$ cat src/design/clkmgr_params.svh
`ifndef CLKMGR_PARAMS_SVH
`define CLKMGR_PARAMS_SVH

// register byte offsets
`define OFF_MAIN_SRC 12'h000
`define OFF_CPU_DIV 12'h004
`define OFF_HSB_MIRROR 12'h008
`define OFF_PBA_DIV 12'h00c
`define OFF_PBB_DIV 12'h010
`define OFF_CPU_GATES 12'h020
`define OFF_HSB_GATES 12'h024
`define OFF_PBA_GATES 12'h028
`define OFF_PBB_GATES 12'h02c
`define OFF_PBA_DIVGATES 12'h040
`define OFF_CFD_CTRL 12'h054
`define OFF_UNLOCK 12'h058
`define OFF_IRQ_EN_SET 12'h0c0
`define OFF_IRQ_EN_CLR 12'h0c4
`define OFF_IRQ_EN_STATE 12'h0c8
`define OFF_IRQ_PEND 12'h0cc
`define OFF_IRQ_PEND_CLR 12'h0d0
`define OFF_STATUS 12'h0d4
`define OFF_PERIPH_PWR 12'h160
`define OFF_RST_SRC 12'h180
`define OFF_WAKE_SRC 12'h184
`define OFF_ASYNC_WAKE 12'h188
`define OFF_CONFIG 12'h3f8
`define OFF_REVISION 12'h3fc

// reset values
`define RST_CPU_GATES 32'h00010001
`define RST_HSB_GATES 32'h0000007f
`define RST_PBA_GATES 32'h00ffffff
`define RST_PBB_GATES 32'h0000000f
`define RST_PBA_DIVGATES 32'h0000007f
`define RST_PERIPH_PWR 32'h000001fa
`define VAL_CONFIG 32'h00000043
// revision value is arbitrary
`define VAL_REVISION 32'h00000100

// field positions
`define BIT_DIV 7
`define BIT_FAILURE_DETECT_ENABLE 0
`define BIT_SFV 31
`define BIT_ST_CFD 0
`define BIT_ST_CLOCK_READY_FLAG 5
`define BIT_ST_AE 6
`define KEY_LSB 24
`define UNLOCK_KEY 8'haa

// main clock source codes
`define SRC_SYSTEM_RC_OSC 3'h0
`define SRC_CRYSTAL_OSC_ZERO 3'h1
`define SRC_FLL 3'h2
`define SRC_RC120 3'h3

`endif

$ cat src/design/clkmgr_pkg.sv
package clkmgr_pkg;
    // divider switch sequencer
    typedef enum logic [1:0] {
        SW_IDLE = 2'b00,
        SW_WAIT = 2'b01,
        SW_SETTLE = 2'b10
    } switch_state_t;
endpackage

$ cat src/design/clock_manager.sv
// The APB slave port is this design's own decision.
`timescale 1ns/1ps
`default_nettype none
`include "clkmgr_params.svh"

// Functional notes
// - low external reset pin forces system reset
// - no main edge per reference period: failure
// - failure switches to RC, raises failure interrupt
// - enable bit turns detector on
// - no monitoring on RC, unavailable, deep sleep
// - failure rewrites source field to zero
// - locked write without unlock raises access error
// - clock-ready rises when new dividers apply
// - pending bit sets on rise, clears by write
// - enable set/clear by writing ones only
// - masked pending bits ORed into one request
// - source codes: rc, crystal_osc_zero, fll, fast rc
// - divide bit: main clock over 2^(sel+1)
// - divider write clears clock-ready
// - high-speed bus register mirrors processor divider
// - peripheral bus divided likewise by its bit
module clock_manager (
    input wire logic pclk,
    input wire logic presetn,
    input wire logic psel,
    input wire logic penable,
    input wire logic pwrite,
    input wire logic [11:0] paddr,
    input wire logic [31:0] pwdata,
    output logic [31:0] prdata,
    output logic pready,
    output logic pslverr,
    input wire logic ext_reset_n,
    input wire logic main_clk_sample,
    input wire logic rc_ref_sample,
    input wire logic main_clk_avail,
    input wire logic deep_sleep,
    output logic sys_reset_n,
    output logic [2:0] main_src_sel,
    output logic cpu_clk_en,
    output logic hsb_clk_en,
    output logic pba_clk_en,
    output logic pbb_clk_en,
    output logic [31:0] cpu_gates,
    output logic [31:0] hsb_gates,
    output logic [31:0] pba_gates,
    output logic [31:0] pbb_gates,
    output logic [6:0] pba_div_gates,
    output logic irq
);

    // divider mask: period minus one of the enable pulse
    function automatic logic [7:0] div_mask(input logic [7:0] cfg);
        div_mask = cfg[`BIT_DIV] ? (8'hff >> (3'd7 - cfg[2:0])) : 8'h00;
    endfunction

    // registers that need the unlock sequence
    function automatic logic is_locked(input logic [11:0] a);
        case (a)
            `OFF_MAIN_SRC, `OFF_CPU_DIV, `OFF_PBA_DIV, `OFF_PBB_DIV,
            `OFF_CPU_GATES, `OFF_HSB_GATES, `OFF_PBA_GATES,
            `OFF_PBB_GATES, `OFF_PBA_DIVGATES, `OFF_CFD_CTRL,
            `OFF_PERIPH_PWR, `OFF_ASYNC_WAKE: is_locked = 1'b1;
            default: is_locked = 1'b0;
        endcase
    endfunction

    function automatic logic is_mapped(input logic [11:0] a);
        case (a)
            `OFF_MAIN_SRC, `OFF_CPU_DIV, `OFF_HSB_MIRROR, `OFF_PBA_DIV,
            `OFF_PBB_DIV, `OFF_CPU_GATES, `OFF_HSB_GATES, `OFF_PBA_GATES,
            `OFF_PBB_GATES, `OFF_PBA_DIVGATES, `OFF_CFD_CTRL, `OFF_UNLOCK,
            `OFF_IRQ_EN_SET, `OFF_IRQ_EN_CLR, `OFF_IRQ_EN_STATE,
            `OFF_IRQ_PEND, `OFF_IRQ_PEND_CLR, `OFF_STATUS,
            `OFF_PERIPH_PWR, `OFF_RST_SRC, `OFF_WAKE_SRC,
            `OFF_ASYNC_WAKE, `OFF_CONFIG, `OFF_REVISION: is_mapped = 1'b1;
            default: is_mapped = 1'b0;
        endcase
    endfunction

    logic [2:0] main_src_ff;
    logic [7:0] cpu_cfg_ff, pba_cfg_ff, pbb_cfg_ff;
    logic [7:0] cpu_act_ff, pba_act_ff, pbb_act_ff;
    logic [31:0] cpu_gates_ff, hsb_gates_ff, pba_gates_ff, pbb_gates_ff;
    logic [6:0] pba_divg_ff;
    logic cfd_en_ff, sfv_ff;
    logic [31:0] ppwr_ff, awake_ff;
    logic unlocked_ff;
    logic [11:0] unlock_addr_ff;
    logic [31:0] imr_ff, isr_ff, sr_ff, sr_prev_ff;
    logic st_cfd_ff, st_clock_ready_flag_ff, st_ae_ff;
    logic [31:0] prdata_ff;
    logic pready_ff, pslverr_ff, irq_ff;
    logic [2:0] ext_sync_ff, main_sync_ff, rc_sync_ff;
    logic sys_reset_n_ff;
    logic seen_edge_ff, armed_ff;
    logic [7:0] div_cnt_ff;
    logic cpu_en_ff, pba_en_ff, pbb_en_ff;
    clkmgr_pkg::switch_state_t sw_state_ff, nxt_sw_state;

    // bus access decode, write lands at the completing edge
    logic acc, wr, setup;
    logic [11:0] a;
    logic wr_ok, wr_bad, cfd_fire, mon_active, main_rise, rc_rise;
    logic div_wr;
    assign a = paddr;
    assign setup = psel & ~penable;
    assign acc = psel & penable & pready_ff;
    assign wr = acc & pwrite;
    // locked write passes only right after a matching unlock
    assign wr_ok = wr & (~is_locked(a) | (unlocked_ff & unlock_addr_ff == a));
    assign wr_bad = wr & is_locked(a) & ~wr_ok;
    assign div_wr = wr_ok & (a == `OFF_CPU_DIV | a == `OFF_PBA_DIV |
                             a == `OFF_PBB_DIV);

    // APB answer: pready one cycle after setup, zero wait states
    always_ff @(posedge pclk or negedge presetn) begin
        if (!presetn) begin
            pready_ff <= 1'b0;
            pslverr_ff <= 1'b0;
        end else begin
            pready_ff <= setup;
            pslverr_ff <= setup & ~is_mapped(a);
        end
    end

    // read data captured in the setup cycle
    always_ff @(posedge pclk or negedge presetn) begin
        if (!presetn) begin
            prdata_ff <= 32'h00000000;
        end else if (setup & ~pwrite) begin
            case (a)
                `OFF_MAIN_SRC: prdata_ff <= {29'h0, main_src_ff};
                `OFF_CPU_DIV: prdata_ff <= {24'h0, cpu_cfg_ff};
                `OFF_HSB_MIRROR: prdata_ff <= {24'h0, cpu_cfg_ff};
                `OFF_PBA_DIV: prdata_ff <= {24'h0, pba_cfg_ff};
                `OFF_PBB_DIV: prdata_ff <= {24'h0, pbb_cfg_ff};
                `OFF_CPU_GATES: prdata_ff <= cpu_gates_ff;
                `OFF_HSB_GATES: prdata_ff <= hsb_gates_ff;
                `OFF_PBA_GATES: prdata_ff <= pba_gates_ff;
                `OFF_PBB_GATES: prdata_ff <= pbb_gates_ff;
                `OFF_PBA_DIVGATES: prdata_ff <= {25'h0, pba_divg_ff};
                `OFF_CFD_CTRL: prdata_ff <= {sfv_ff, 30'h0, cfd_en_ff};
                `OFF_IRQ_EN_STATE: prdata_ff <= imr_ff;
                `OFF_IRQ_PEND: prdata_ff <= isr_ff;
                `OFF_STATUS: prdata_ff <= sr_ff;
                `OFF_PERIPH_PWR: prdata_ff <= ppwr_ff;
                `OFF_ASYNC_WAKE: prdata_ff <= awake_ff;
                `OFF_CONFIG: prdata_ff <= `VAL_CONFIG;
                `OFF_REVISION: prdata_ff <= `VAL_REVISION;
                default: prdata_ff <= 32'h00000000;
            endcase
        end
    end

    // unlock: key in top byte, target offset in low bits; one shot
    always_ff @(posedge pclk or negedge presetn) begin
        if (!presetn) begin
            unlocked_ff <= 1'b0;
            unlock_addr_ff <= 12'h000;
        end else if (wr & a == `OFF_UNLOCK) begin
            unlocked_ff <= pwdata[31:`KEY_LSB] == `UNLOCK_KEY;
            unlock_addr_ff <= pwdata[11:0];
        end else if (wr) begin
            unlocked_ff <= 1'b0;
        end
    end

    // pin synchronisers, only stage two and three are looked at
    always_ff @(posedge pclk or negedge presetn) begin
        if (!presetn) begin
            ext_sync_ff <= 3'h7;
            main_sync_ff <= 3'h0;
            rc_sync_ff <= 3'h0;
        end else begin
            ext_sync_ff <= {ext_sync_ff[1:0], ext_reset_n};
            main_sync_ff <= {main_sync_ff[1:0], main_clk_sample};
            rc_sync_ff <= {rc_sync_ff[1:0], rc_ref_sample};
        end
    end

    // external reset pin drives system reset request
    always_ff @(posedge pclk or negedge presetn) begin
        if (!presetn) begin
            sys_reset_n_ff <= 1'b0;
        end else begin
            sys_reset_n_ff <= ext_sync_ff[1];
        end
    end

    // failure detector: one reference period without a main edge
    assign main_rise = main_sync_ff[1] & ~main_sync_ff[2];
    assign rc_rise = rc_sync_ff[1] & ~rc_sync_ff[2];
    assign mon_active = cfd_en_ff & (main_src_ff != `SRC_SYSTEM_RC_OSC) &
                        main_clk_avail & ~deep_sleep;
    assign cfd_fire = mon_active & armed_ff & rc_rise &
                      ~seen_edge_ff & ~main_rise;

    // arming happens at the first reference rise after activation
    always_ff @(posedge pclk or negedge presetn) begin
        if (!presetn) begin
            armed_ff <= 1'b0;
            seen_edge_ff <= 1'b0;
        end else if (!mon_active) begin
            armed_ff <= 1'b0;
            seen_edge_ff <= 1'b0;
        end else if (rc_rise) begin
            armed_ff <= 1'b1;
            seen_edge_ff <= 1'b0;
        end else if (main_rise) begin
            seen_edge_ff <= 1'b1;
        end
    end

    // main source: failure overrides a software write
    always_ff @(posedge pclk or negedge presetn) begin
        if (!presetn) begin
            main_src_ff <= `SRC_SYSTEM_RC_OSC;
        end else if (cfd_fire) begin
            main_src_ff <= `SRC_SYSTEM_RC_OSC;
        end else if (wr_ok & a == `OFF_MAIN_SRC) begin
            main_src_ff <= pwdata[2:0];
        end
    end

    // detector control; final-value bit freezes it
    always_ff @(posedge pclk or negedge presetn) begin
        if (!presetn) begin
            cfd_en_ff <= 1'b0;
            sfv_ff <= 1'b0;
        end else if (wr_ok & a == `OFF_CFD_CTRL & ~sfv_ff) begin
            cfd_en_ff <= pwdata[`BIT_FAILURE_DETECT_ENABLE];
            sfv_ff <= pwdata[`BIT_SFV];
        end
    end

    // divider settings as written by software, bits 6:3 read zero
    always_ff @(posedge pclk or negedge presetn) begin
        if (!presetn) begin
            cpu_cfg_ff <= 8'h00;
            pba_cfg_ff <= 8'h00;
            pbb_cfg_ff <= 8'h00;
        end else if (wr_ok) begin
            if (a == `OFF_CPU_DIV) cpu_cfg_ff <= pwdata[7:0] & 8'h87;
            if (a == `OFF_PBA_DIV) pba_cfg_ff <= pwdata[7:0] & 8'h87;
            if (a == `OFF_PBB_DIV) pbb_cfg_ff <= pwdata[7:0] & 8'h87;
        end
    end

    // gate masks and plain storage registers
    always_ff @(posedge pclk or negedge presetn) begin
        if (!presetn) begin
            cpu_gates_ff <= `RST_CPU_GATES;
            hsb_gates_ff <= `RST_HSB_GATES;
            pba_gates_ff <= `RST_PBA_GATES;
            pbb_gates_ff <= `RST_PBB_GATES;
            pba_divg_ff <= 7'h7f;
            ppwr_ff <= `RST_PERIPH_PWR;
            awake_ff <= 32'h00000000;
        end else if (wr_ok) begin
            case (a)
                `OFF_CPU_GATES: cpu_gates_ff <= pwdata;
                `OFF_HSB_GATES: hsb_gates_ff <= pwdata;
                `OFF_PBA_GATES: pba_gates_ff <= pwdata;
                `OFF_PBB_GATES: pbb_gates_ff <= pwdata;
                `OFF_PBA_DIVGATES: pba_divg_ff <= pwdata[6:0];
                `OFF_PERIPH_PWR: ppwr_ff <= pwdata;
                `OFF_ASYNC_WAKE: awake_ff <= pwdata;
                default: ;
            endcase
        end
    end

    // switch sequencer: wait for a common period boundary
    always_comb begin
        nxt_sw_state = sw_state_ff;
        case (sw_state_ff)
            clkmgr_pkg::SW_IDLE: begin
                if (div_wr) nxt_sw_state = clkmgr_pkg::SW_WAIT;
            end
            clkmgr_pkg::SW_WAIT: begin
                // a write on the wrap edge is not applied yet: keep waiting
                if (div_cnt_ff == 8'hff && !div_wr)
                    nxt_sw_state = clkmgr_pkg::SW_SETTLE;
            end
            clkmgr_pkg::SW_SETTLE: begin
                nxt_sw_state = div_wr ? clkmgr_pkg::SW_WAIT
                                      : clkmgr_pkg::SW_IDLE;
            end
            default: nxt_sw_state = clkmgr_pkg::SW_IDLE;
        endcase
    end

    always_ff @(posedge pclk or negedge presetn) begin
        if (!presetn) begin
            sw_state_ff <= clkmgr_pkg::SW_IDLE;
        end else begin
            sw_state_ff <= nxt_sw_state;
        end
    end

    // active settings change only at the all-divider wrap
    always_ff @(posedge pclk or negedge presetn) begin
        if (!presetn) begin
            cpu_act_ff <= 8'h00;
            pba_act_ff <= 8'h00;
            pbb_act_ff <= 8'h00;
        end else if (sw_state_ff == clkmgr_pkg::SW_WAIT &&
                     div_cnt_ff == 8'hff) begin
            cpu_act_ff <= cpu_cfg_ff;
            pba_act_ff <= pba_cfg_ff;
            pbb_act_ff <= pbb_cfg_ff;
        end
    end

    // free counter; wrap is a boundary of every divided clock
    always_ff @(posedge pclk or negedge presetn) begin
        if (!presetn) begin
            div_cnt_ff <= 8'h00;
        end else begin
            div_cnt_ff <= div_cnt_ff + 8'h01;
        end
    end

    // divided clock enables, hsb follows the processor
    always_ff @(posedge pclk or negedge presetn) begin
        if (!presetn) begin
            cpu_en_ff <= 1'b0;
            pba_en_ff <= 1'b0;
            pbb_en_ff <= 1'b0;
        end else begin
            cpu_en_ff <= (div_cnt_ff & div_mask(cpu_act_ff)) ==
                         div_mask(cpu_act_ff);
            pba_en_ff <= (div_cnt_ff & div_mask(pba_act_ff)) ==
                         div_mask(pba_act_ff);
            pbb_en_ff <= (div_cnt_ff & div_mask(pbb_act_ff)) ==
                         div_mask(pbb_act_ff);
        end
    end

    // status flags; hardware set beats clear, but a divider write beats the clock-ready set
    always_ff @(posedge pclk or negedge presetn) begin
        if (!presetn) begin
            st_clock_ready_flag_ff <= 1'b1;
            st_cfd_ff <= 1'b0;
            st_ae_ff <= 1'b0;
        end else begin
            if (div_wr) st_clock_ready_flag_ff <= 1'b0;
            else if (sw_state_ff == clkmgr_pkg::SW_SETTLE)
                st_clock_ready_flag_ff <= 1'b1;
            if (cfd_fire) st_cfd_ff <= 1'b1;
            else if (wr_ok & a == `OFF_MAIN_SRC) st_cfd_ff <= 1'b0;
            if (wr_bad) st_ae_ff <= 1'b1;
            else if (wr_ok & is_locked(a)) st_ae_ff <= 1'b0;
        end
    end

    always_comb begin
        sr_ff = 32'h00000000;
        sr_ff[`BIT_ST_CFD] = st_cfd_ff;
        sr_ff[`BIT_ST_CLOCK_READY_FLAG] = st_clock_ready_flag_ff;
        sr_ff[`BIT_ST_AE] = st_ae_ff;
    end

    // pending bits latch status rises; a rise beats a clear
    always_ff @(posedge pclk or negedge presetn) begin
        if (!presetn) begin
            sr_prev_ff <= 32'h00000020;
            isr_ff <= 32'h00000000;
        end else begin
            sr_prev_ff <= sr_ff;
            isr_ff <= (sr_ff & ~sr_prev_ff) |
                      (isr_ff & ~((wr & a == `OFF_IRQ_PEND_CLR) ?
                                  pwdata : 32'h00000000));
        end
    end

    // enable state; only ones written have effect
    always_ff @(posedge pclk or negedge presetn) begin
        if (!presetn) begin
            imr_ff <= 32'h00000000;
        end else if (wr & a == `OFF_IRQ_EN_SET) begin
            imr_ff <= imr_ff | (pwdata & 32'h00000061);
        end else if (wr & a == `OFF_IRQ_EN_CLR) begin
            imr_ff <= imr_ff & ~pwdata;
        end
    end

    // single request from all enabled pending sources
    always_ff @(posedge pclk or negedge presetn) begin
        if (!presetn) begin
            irq_ff <= 1'b0;
        end else begin
            irq_ff <= |(isr_ff & imr_ff);
        end
    end

    assign prdata = prdata_ff;
    assign pready = pready_ff;
    assign pslverr = pslverr_ff;
    assign sys_reset_n = sys_reset_n_ff;
    assign main_src_sel = main_src_ff;
    assign cpu_clk_en = cpu_en_ff;
    assign hsb_clk_en = cpu_en_ff;
    assign pba_clk_en = pba_en_ff;
    assign pbb_clk_en = pbb_en_ff;
    assign cpu_gates = cpu_gates_ff;
    assign hsb_gates = hsb_gates_ff;
    assign pba_gates = pba_gates_ff;
    assign pbb_gates = pbb_gates_ff;
    assign pba_div_gates = pba_divg_ff;
    assign irq = irq_ff;
endmodule // clock_manager

`default_nettype wire

$ cat config.mk
export PLATFORM = sky130hd
export DESIGN_NAME = clock_manager
export DESIGN_NICKNAME = d
export VERILOG_FILES = /design/src/design/clkmgr_pkg.sv /design/src/design/clock_manager.sv
export VERILOG_INCLUDE_DIRS = /design/src /design/src/design
export SDC_FILE = /design/constraint.sdc
export NUM_CORES = 1
export LEC_CHECK = 0
export CORE_ASPECT_RATIO = 1.4
export CORE_UTILIZATION = 49
export DETAILED_ROUTE_END_ITERATION = 10
export DONT_BUFFER_PORTS = 1
export GPL_ROUTABILITY_DRIVEN = 0
export MAX_ROUTING_LAYER = met4
export PLACE_DENSITY_LB_ADDON = 0.05
export SETUP_SLACK_MARGIN = 0.3
export SLEW_MARGIN = 20
export SYNTH_ARGS = -nofsm -noshare
export SYNTH_HDL_FRONTEND = slang
export SYNTH_SLANG_ARGS = --single-unit
$ cat constraint.sdc
create_clock -name pclk -period 5.1 [get_ports pclk]
set_input_delay 0.255 -clock pclk [delete_from_list [all_inputs] [get_ports pclk]]
set_output_delay 0.255 -clock pclk [all_outputs]
set_load 0.1 [all_outputs]
==> impl_results.md, run 1 <==
* Sequential area share after synthesis at a little under three fifths
* Critical path buffers and inverters at 0
* Clock-pin slew on the worst setup and hold paths at 0.06 ns
* CTS resizes at 0
* Top cells by area, synth: dfrtp_1 47%, mux2_2 14%, dfstp_2 8.6%, mux2_4 2.7%, a21boi_0 2.6%
* P_leak at 0.00827 µW
* Worst-Skew Late Latency at 0.54 ns
* Hold WS at -0.593 ns
* Maximum VDD drop at 0.252 mV
* R2R setup slack at 1.80 ns
* Die width at approximately 160 µm
* Top cells by count, synth: 315 x dfrtp_1, 215 x mux2_2, 58 x a21boi_0
* Library cells used by synthesis at 75
* Final TNS setup at 0 ns
* Grt total ovfl at 0
* Pwr Density at 333 nW/µm²
* Crit path DAT at 3.71 ns
* Most common cell in the synthesized netlist: dfrtp_1
* Antenna violations before repair at 4
* Remaining DRCs at 0
* Crit end category: register
* GR Util met2 at 52.3%
* First drt pass iteration count at 7
* Crit path max fanout at 32
* Buffers on Ports at 0
* Met3 usage at 6.19%
* MaxCap Viol Count at 0
* Dominant cell type by area after synthesis: dfrtp_1
* CP peak stage delay at approximately 1.1 ns
* Vias in the first global route at between 10000 and 15000
* Final Hold Viols at 347
* Core area at roughly 33000 µm²
* Status: finished with violations
* Vias at 11600
* Final nets at approximately 1400
* Synth Area per Inst at between 10 and 15 µm²
* First-pass GRT wire length at 78700 µm
* Tcrit/Tclk final at 64.7%
* Routed len/inst at roughly 30 µm
* Post-DP HPWL at around 34000 µm
* Initial core utilization at 50.0%
* DRT antenna net count at 0
* Ys Warns at 0
* Critical path required time at roughly 5.5 ns
* Crit path max-delay family: simple AND/OR/NAND/NOR gates
* CTS tree: built
* Largest net degree at the start of global routing at 371
* Final setup violation count at 0
* Fin. max-slew vios at 0
* H-tree Lvls at 2
* Clock Path Buffers at 3
* PnR worst setup slack at 1.80 ns
* Hold Path Class: in -> async
* Syn Nets at 1344
* GR Layer Usage met1 at around 39%
* Mapped Area at about 17000 µm²
* Share of cells above drive strength 1 at 31.7%
* TritonCTS buffer count at 38
* Placement Rows at 79
* Number of synthesized flops with an enable pin at 0
* CP max stage cell: and3_2
* Area Growth Syn to Fin at 12.4%
* F_max at 303 MHz
* Global Route Usage Sum at 32.2%
* Crit-path cells: and4_1 > and3_2 > mux2_2
* CTS root buf: clkbuf_16
* Starting DRT DRC Count at 962
* Predominant post-synthesis flop cell: dfrtp_1
* Ports at ~230
* Flops & latches, synth at 370
* Area share of the largest cell type after synthesis at 47.1%
* Critical path class: reg -> reg
* Unrepaired setup endpoints after global routing: no
* Cells after Synth at 1289
* Clk sinks at 370
* Post-CTS setup buffer count at 0
* Dpl ws at 1.79 ns
* Max-Slew Margin vs Limit at 21.8%
* Failing checks: hold timing
* Worst Clk Skew at 0.0168 ns
* Vias per cell at 6.52
* Asr flop ratio synth at 100%
* Tmin final at 3.30 ns
* Global routing's busiest layer: met2
* Total Die Area at approximately 35000 µm²
* # hold bufs at CTS at 46
* Die span in y at 221 µm
* Drt total wl at 53400 µm
* Startpoint types: register
* Least-Margin Pin Slew at 1.17 ns
## metrics by stage
stage / utilization (%) / instances / hold slack, ns / total power, µW / area, µm²
floorplan: - / 1289 / -0.0406 / 3410 / 16700
CTS: 56.2 / 1779 / -0.613 / 6300 / 18800
finish: 56.2 / 1784 / -0.593 / 6250 / 18800
global placement: 51.1 / 1663 / -0.0278 / 3430 / 17100
global route: 56.2 / 1783 / -0.612 / 6420 / 18800
detailed placement: 51.1 / 1664 / -0.0278 / 3430 / 17100
## sequential cells by signal, indices dropped and copies added, names as in the netlist, 4 cells and up, named ones only
name and cells:
unlock_addr_ff 12, cpu_act_ff 4, pbb_gates 32, cpu_cfg_ff 4, awake_ff 32, pba_act_ff 4
isr_ff 32, cpu_gates 32, pba_cfg_ff 4, imr_ff 29, pbb_cfg_ff 4, hsb_gates 32
div_cnt_ff 8, prdata 32, ppwr_ff 32, pbb_act_ff 4, pba_div_gates 7, pba_gates 32
## routing by layer
layer | wire length [µm] | vias up
met4 | 2020 | 0
met3 | 3270 | 127
met1 | 21200 | 6185
li1 | - | 4877
met5 | 0 | -
met2 | 26900 | 437
## path summary, 6_finish.rpt
| check | depth (start not counted) | from | endpoint |
|---|---|---|---|
| min reg2reg | 0 | rc_sync_ff[0] | rc_sync_ff[1] |
| min in group pclk | 3 | paddr[2] | prdata[22] |
| max in group asynchronous | 0 | presetn | unlock_addr_ff[9] |
| max reg2reg | 3 | pready | cpu_gates[24] |
| min | 0 | presetn | div_cnt_ff[4] |
| max | 3 | pready | cpu_gates[24] |
## worst reg2reg max path, stage by stage, from the launching register on
cell	delay [ns]
dfrtp_1	0.95
and4_1	0.72
and3_2	1.06
mux2_2	0.44
## layout by cell type, fill, tap and decap left out, drive strengths merged, types with 6 or more instances in the layout
cell         Yosys  routed
a21boi          58      58
a21o             6       6
a21oi           26      26
a221o            7       7
a221oi          16      16
a222oi           8       8
a22o            13      13
a22oi           57      57
a31oi           23      23
a32oi            7       7
and3             7       7
and4             8       8
buf             46      26
clkbuf          50      56
clkinv           0       8
dfrtp          315     315
dfstp           55      55
dlygate4sd3      0      46
inv             16      17
mux2           253     253
mux2i           12      12
mux4             6       6
nand2           53      53
nand3           31      31
nand4           12      12
nor2            40      40
nor2b            8       8
nor3            13      13
nor4            12      12
o21ai           32      32
or4              6       6
xnor2           18      18
## area by class of cell
type / count / area (µm²)
Clock inverter: 13 / 124
Multi-Input combinational cell: 807 / 6920
Tap cell: 445 / 557
Fill cell: 2882 / 14600
Sequential cell: 370 / 9330
Clock buffer: 56 / 1120
Inverter: 16 / 60.1
Antenna cell: 5 / 12.5
Timing Repair Buffer: 72 / 659
## power by group
group          switching, µW  total (µW)  internal (µW)
combinational            112         187           75.0
clock                   1170        2800           1630
sequential               290        3260           2970
## kinds of logic (layout without fill, tap and decap cells)
logic type / after synthesis / in the layout / synth area share [%]
AO/OA/AOI/OAI: 294 / 294 / 12.9
XOR/XNOR: 20 / 20 / 1.05
adder cells (fa/ha/maj): 1 / 1 / 0.0748
buffers and inverters: 112 / 157 / 3.26
flip-flops: 370 / 370 / 55.8
multiplexers: 271 / 271 / 19.2
other: 0 / 5 / 0
AND/OR/NAND/NOR: 221 / 221 / 7.69
Note: power is estimated with default switching activity, not from simulation.
==> inputs of run 2 (changes only) <==
--- a/config.mk
+++ b/config.mk
@@ -6,6 +6,7 @@
 export SDC_FILE = /design/constraint.sdc
 export NUM_CORES = 1
 export LEC_CHECK = 0
+export ABC_AREA = 1
 export CORE_ASPECT_RATIO = 1.4
 export CORE_UTILIZATION = 49
 export DETAILED_ROUTE_END_ITERATION = 10
==> constraint.sdc (replaced) <==
create_clock -name pclk -period 3 [get_ports pclk]
set_input_delay 0.15 -clock pclk [delete_from_list [all_inputs] [get_ports pclk]]
set_output_delay 0.15 -clock pclk [all_outputs]
set_load 0.1 [all_outputs]
==> impl_results.md, run 2 <==
* Die span in y at 221 µm (about the same)
* Crit path max fanout at 20 (was 32)
* Synth Area per Inst at 8.53 µm² (was 13.0 µm²)
* Starting DRT DRC Count at 1150 (was 962)
* Ports at 232 (unchanged)
* Tcrit/Tclk final at 90.1% (was 64.7%)
* CP peak stage delay at 1.10 ns (was 1.05 ns)
* CP max stage cell: nor2_2 (was and3_2)
* CTS root buf: clkbuf_16 (unchanged)
* Placement Rows at 79 (unchanged)
* Ys Warns at 0 (unchanged)
* TritonCTS buffer count at 39 (was 38)
* Critical path class: reg -> reg (unchanged)
* Library cells used by synthesis at 44 (was 75)
* Drt total wl at 55400 µm (was 53400 µm)
* Flops & latches, synth at 370 (unchanged)
* Metal2 WL at 28000 µm (was 26900 µm)
* Metal1 wirelength at 21200 µm (about the same)
* Dominant cell type by area after synthesis: dfrtp_1 (unchanged)
* Mapped Area at 16800 µm² (was 16700 µm²)
* Worst Clk Skew at 0.0136 ns (was 0.0168 ns)
* Hold Path Class: in -> async (unchanged)
* Tmin final at 2.70 ns (was 3.30 ns)
* Synth Area in Adders at 0.0745% (was 0.0748%)
* Area Growth Syn to Fin at 18.1% (was 12.4%)
* Commonest non-fill, non-tap cells in the layout: 525 x nand2_1, 314 x dfrtp_1, 267 x inv_1, 219 x o21ai_0, 128 x buf_4 (was 314 x dfrtp_1, 215 x mux2_2, 58 x a21boi_0, 57 x a22oi_1, 55 x dfstp_2)
* Combinational family with the most area after synthesis: simple AND/OR/NAND/NOR gates (was multiplexers)
* Synth Area in Simple Gates at 20.0% (was 7.69%)
* F_max at 370 MHz (was 303 MHz)
* First-pass GRT wire length at 82800 µm (was 78700 µm)
* First drt pass iteration count at 5 (was 7)
* Register area at 9330 µm² (unchanged)
* MaxCap Viol Count at 0 (unchanged)
* Hold WS at -0.679 ns (was -0.593 ns)
* Clock-pin slew on the worst setup and hold paths at 0.06 ns (about the same)
* Clock Path Buffers at 3 (unchanged)
* Syn Nets at 2026 (was 1344)
* Asr flop ratio synth at 100% (unchanged)
* Routed met3 length at 3830 µm (was 3270 µm)
* Buffers on Ports at 0 (unchanged)
* Antenna violations before repair at 3 (was 4)
* # hold bufs at CTS at 42 (was 46)
* Status: finished with violations (unchanged)
* Die width at 159 µm (was 158 µm)
* Footprint of the multi-input gates at 6050 µm² (was 6920 µm²)
* Top cells by count, synth: 525 x nand2_1, 315 x dfrtp_1, 267 x inv_1 (was 315 x dfrtp_1, 215 x mux2_2, 58 x a21boi_0)
* DRT antenna net count at 0 (unchanged)
* Failing checks: hold timing (unchanged)
* Multiplexer share of the synthesized area at 0% (was 19.2%)
* Largest net degree at the start of global routing at 371 (unchanged)
* Vias at 14300 (was 11600)
* Final nets at 2165 (was 1360)
* Filler cells at 3028 (was 2882)
* XOR/XNOR share of the synthesized area at 0.521% (was 1.05%)
* Fin cells at 2587 (was 1784)
* Unrepaired setup endpoints after global routing: yes (was no)
* H-tree Lvls at 2 (unchanged)
* Most common cell after layout, fill and taps aside: nand2_1 (was dfrtp_1)
* Final TNS setup at 0 ns (unchanged)
* Fin util at 59.2% (was 56.2%)
* Predominant post-synthesis flop cell: dfrtp_1 (unchanged)
* Final Hold Viols at 370 (was 347)
* Sequential area share after synthesis at 55.5% (was 55.8%)
* Fin. max-slew vios at 0 (unchanged)
* Worst-Skew Late Latency at 0.54 ns (about the same)
* Top routing layer in use: met4 (unchanged)
* P_leak at 0.00996 µW (was 0.00827 µW)
* Least-Margin Pin Slew at 1.44 ns (was 1.17 ns)
* Placed Cells at 2467 (was 1664)
* Area share of the largest cell type after synthesis at 46.9% (was 47.1%)
* Cells after Synth at 1971 (was 1289)
* Critical path required time at 3.36 ns (was 5.51 ns)
* Crit path DAT at 3.06 ns (was 3.71 ns)
* Routed len/inst at 21.4 µm (was 29.9 µm)
* Total Die Area at 35000 µm² (was 34900 µm²)
* Pwr Density at 532 nW/µm² (was 333 nW/µm²)
* Core area at 33500 µm² (was 33400 µm²)
* Compound-Gate Fraction of Synth Area at 15.1% (was 12.9%)
* Most common cell in the synthesized netlist: nand2_1 (was dfrtp_1)
* Vias in the first global route at 13900 (was 11800)
* Maximum VDD drop at 0.467 mV (was 0.252 mV)
* Final setup violation count at 0 (unchanged)
* Vias per cell at 5.54 (was 6.52)
* Number of synthesized flops with an enable pin at 0 (unchanged)
* Post-DP HPWL at 36200 µm (was 34100 µm)
* Max-Slew Margin vs Limit at 3.99% (was 21.8%)
* Top cells by area, synth: dfrtp_1 47%, nand2_1 12%, dfstp_2 8.6%, o21ai_0 6.5%, inv_1 6.0% (was dfrtp_1 47%, mux2_2 14%, dfstp_2 8.6%, mux2_4 2.7%, a21boi_0 2.6%)
* Crit-path cells: inv_1 > nor2_1 > nor3_1 > nand3_1 > nor2_1 > nand2_1 > nand2_4 > nand2_4 > nor2_2 > o21ai_0 (was and4_1 > and3_2 > mux2_2)
* Global Route Usage Sum at 32.5% (was 32.2%)
* Startpoint types: register (unchanged)
* CTS tree: built (unchanged)
* Initial core utilization at 50.1% (was 50.0%)
* Grt total ovfl at 0 (unchanged)
* Crit end category: register (unchanged)
* Share of cells above drive strength 1 at 15.8% (was 31.7%)
* Remaining DRCs at 0 (unchanged)
* Clk sinks at 370 (unchanged)
run 2: cell types whose count changed in the layout (fill, tap and decap cells not counted), moves of 22 or more:
cell / delta
a21boi_0: -58
a22oi_1: -56
buf_4: +103
inv_1: +251
mux2_2: -215
mux2_4: -30
nand2_1: +472
nand2_2: +22
nand3_1: +59
nor2_1: +39
o21ai_0: +187
o21ai_1: +105
o21ai_2: +32
o22ai_1: +38
run 2: cell families (layout without fill, tap and decap cells):
logic type / after synthesis / in the layout
buffers and inverters: 354 / 520
adder cells (fa/ha/maj): 1 / 1
flip-flops: 370 / 370
other: 0 / 2
AND/OR/NAND/NOR: 782 / 785
XOR/XNOR: 10 / 10
AO/OA/AOI/OAI: 454 / 454
run 2: power by group:
group          total [µW]  leakage, µW  internal (µW)  switching (µW)
clock network        5300     0.000694           3260            2030
logic                 239      0.00462           63.3             176
registers            5020      0.00464           5000            19.2
run 2: critical path: cells and delay by family (launching register included):
family	cells	cell delay, ns
compound gates	1	0.18
buf+inv	1	0.06
flops	1	0.40
simple gates	8	1.88
run 2: routing by layer:
layer  up-vias  GRT usage (%)
met5         -              -
met3       142           5.58
li1       6655              -
met2       556           53.7
met4         0           13.3
met1      6974           39.0
run 2: timing repair:
item	CTS	global route
setup endpoints to repair	0	50
buffers inserted	0	2
endpoints found under the hold margin	611	370
gates resized for setup	0	1
run 2: metrics by stage:
step	worst slack (ns)	power, µW	hold slack (ns)	cell area (µm²)
floorplan	0.752	5220	-0.146	16800
global placement	0.383	5280	-0.134	18000
detailed placement	0.350	5280	-0.132	18000
CTS	0.347	10600	-0.701	19800
global route	0.210	10900	-0.702	19800
finish	0.296	10600	-0.679	19800
run 2: area by class of cell:
class                   count  share of cell area (%)
flip-flops and latches    370                    47.0
repair buffers            174                    7.37
clock buffers              58                    6.00
inverters                 275                    5.20
multi-input cells        1250                    30.5
well taps                 445                    2.81
clock inverters            13                    1.12
diodes                      2                  0.0252
run 2: path summary, 6_finish.rpt:
check                                       start            end  slack, ns  cells after the start
worst max-delay path            unlock_addr_ff[9]  hsb_gates[19]       0.30                     10
worst min-delay path                      presetn  rc_sync_ff[2]      -0.68                      0
worst max register to register  unlock_addr_ff[9]  hsb_gates[19]       0.30                     10
worst min register to register      rc_sync_ff[0]  rc_sync_ff[1]       0.35                      0
max in group asynchronous                 presetn     prdata[13]       2.92                      0
min in group pclk                            psel        pslverr       0.05                      6
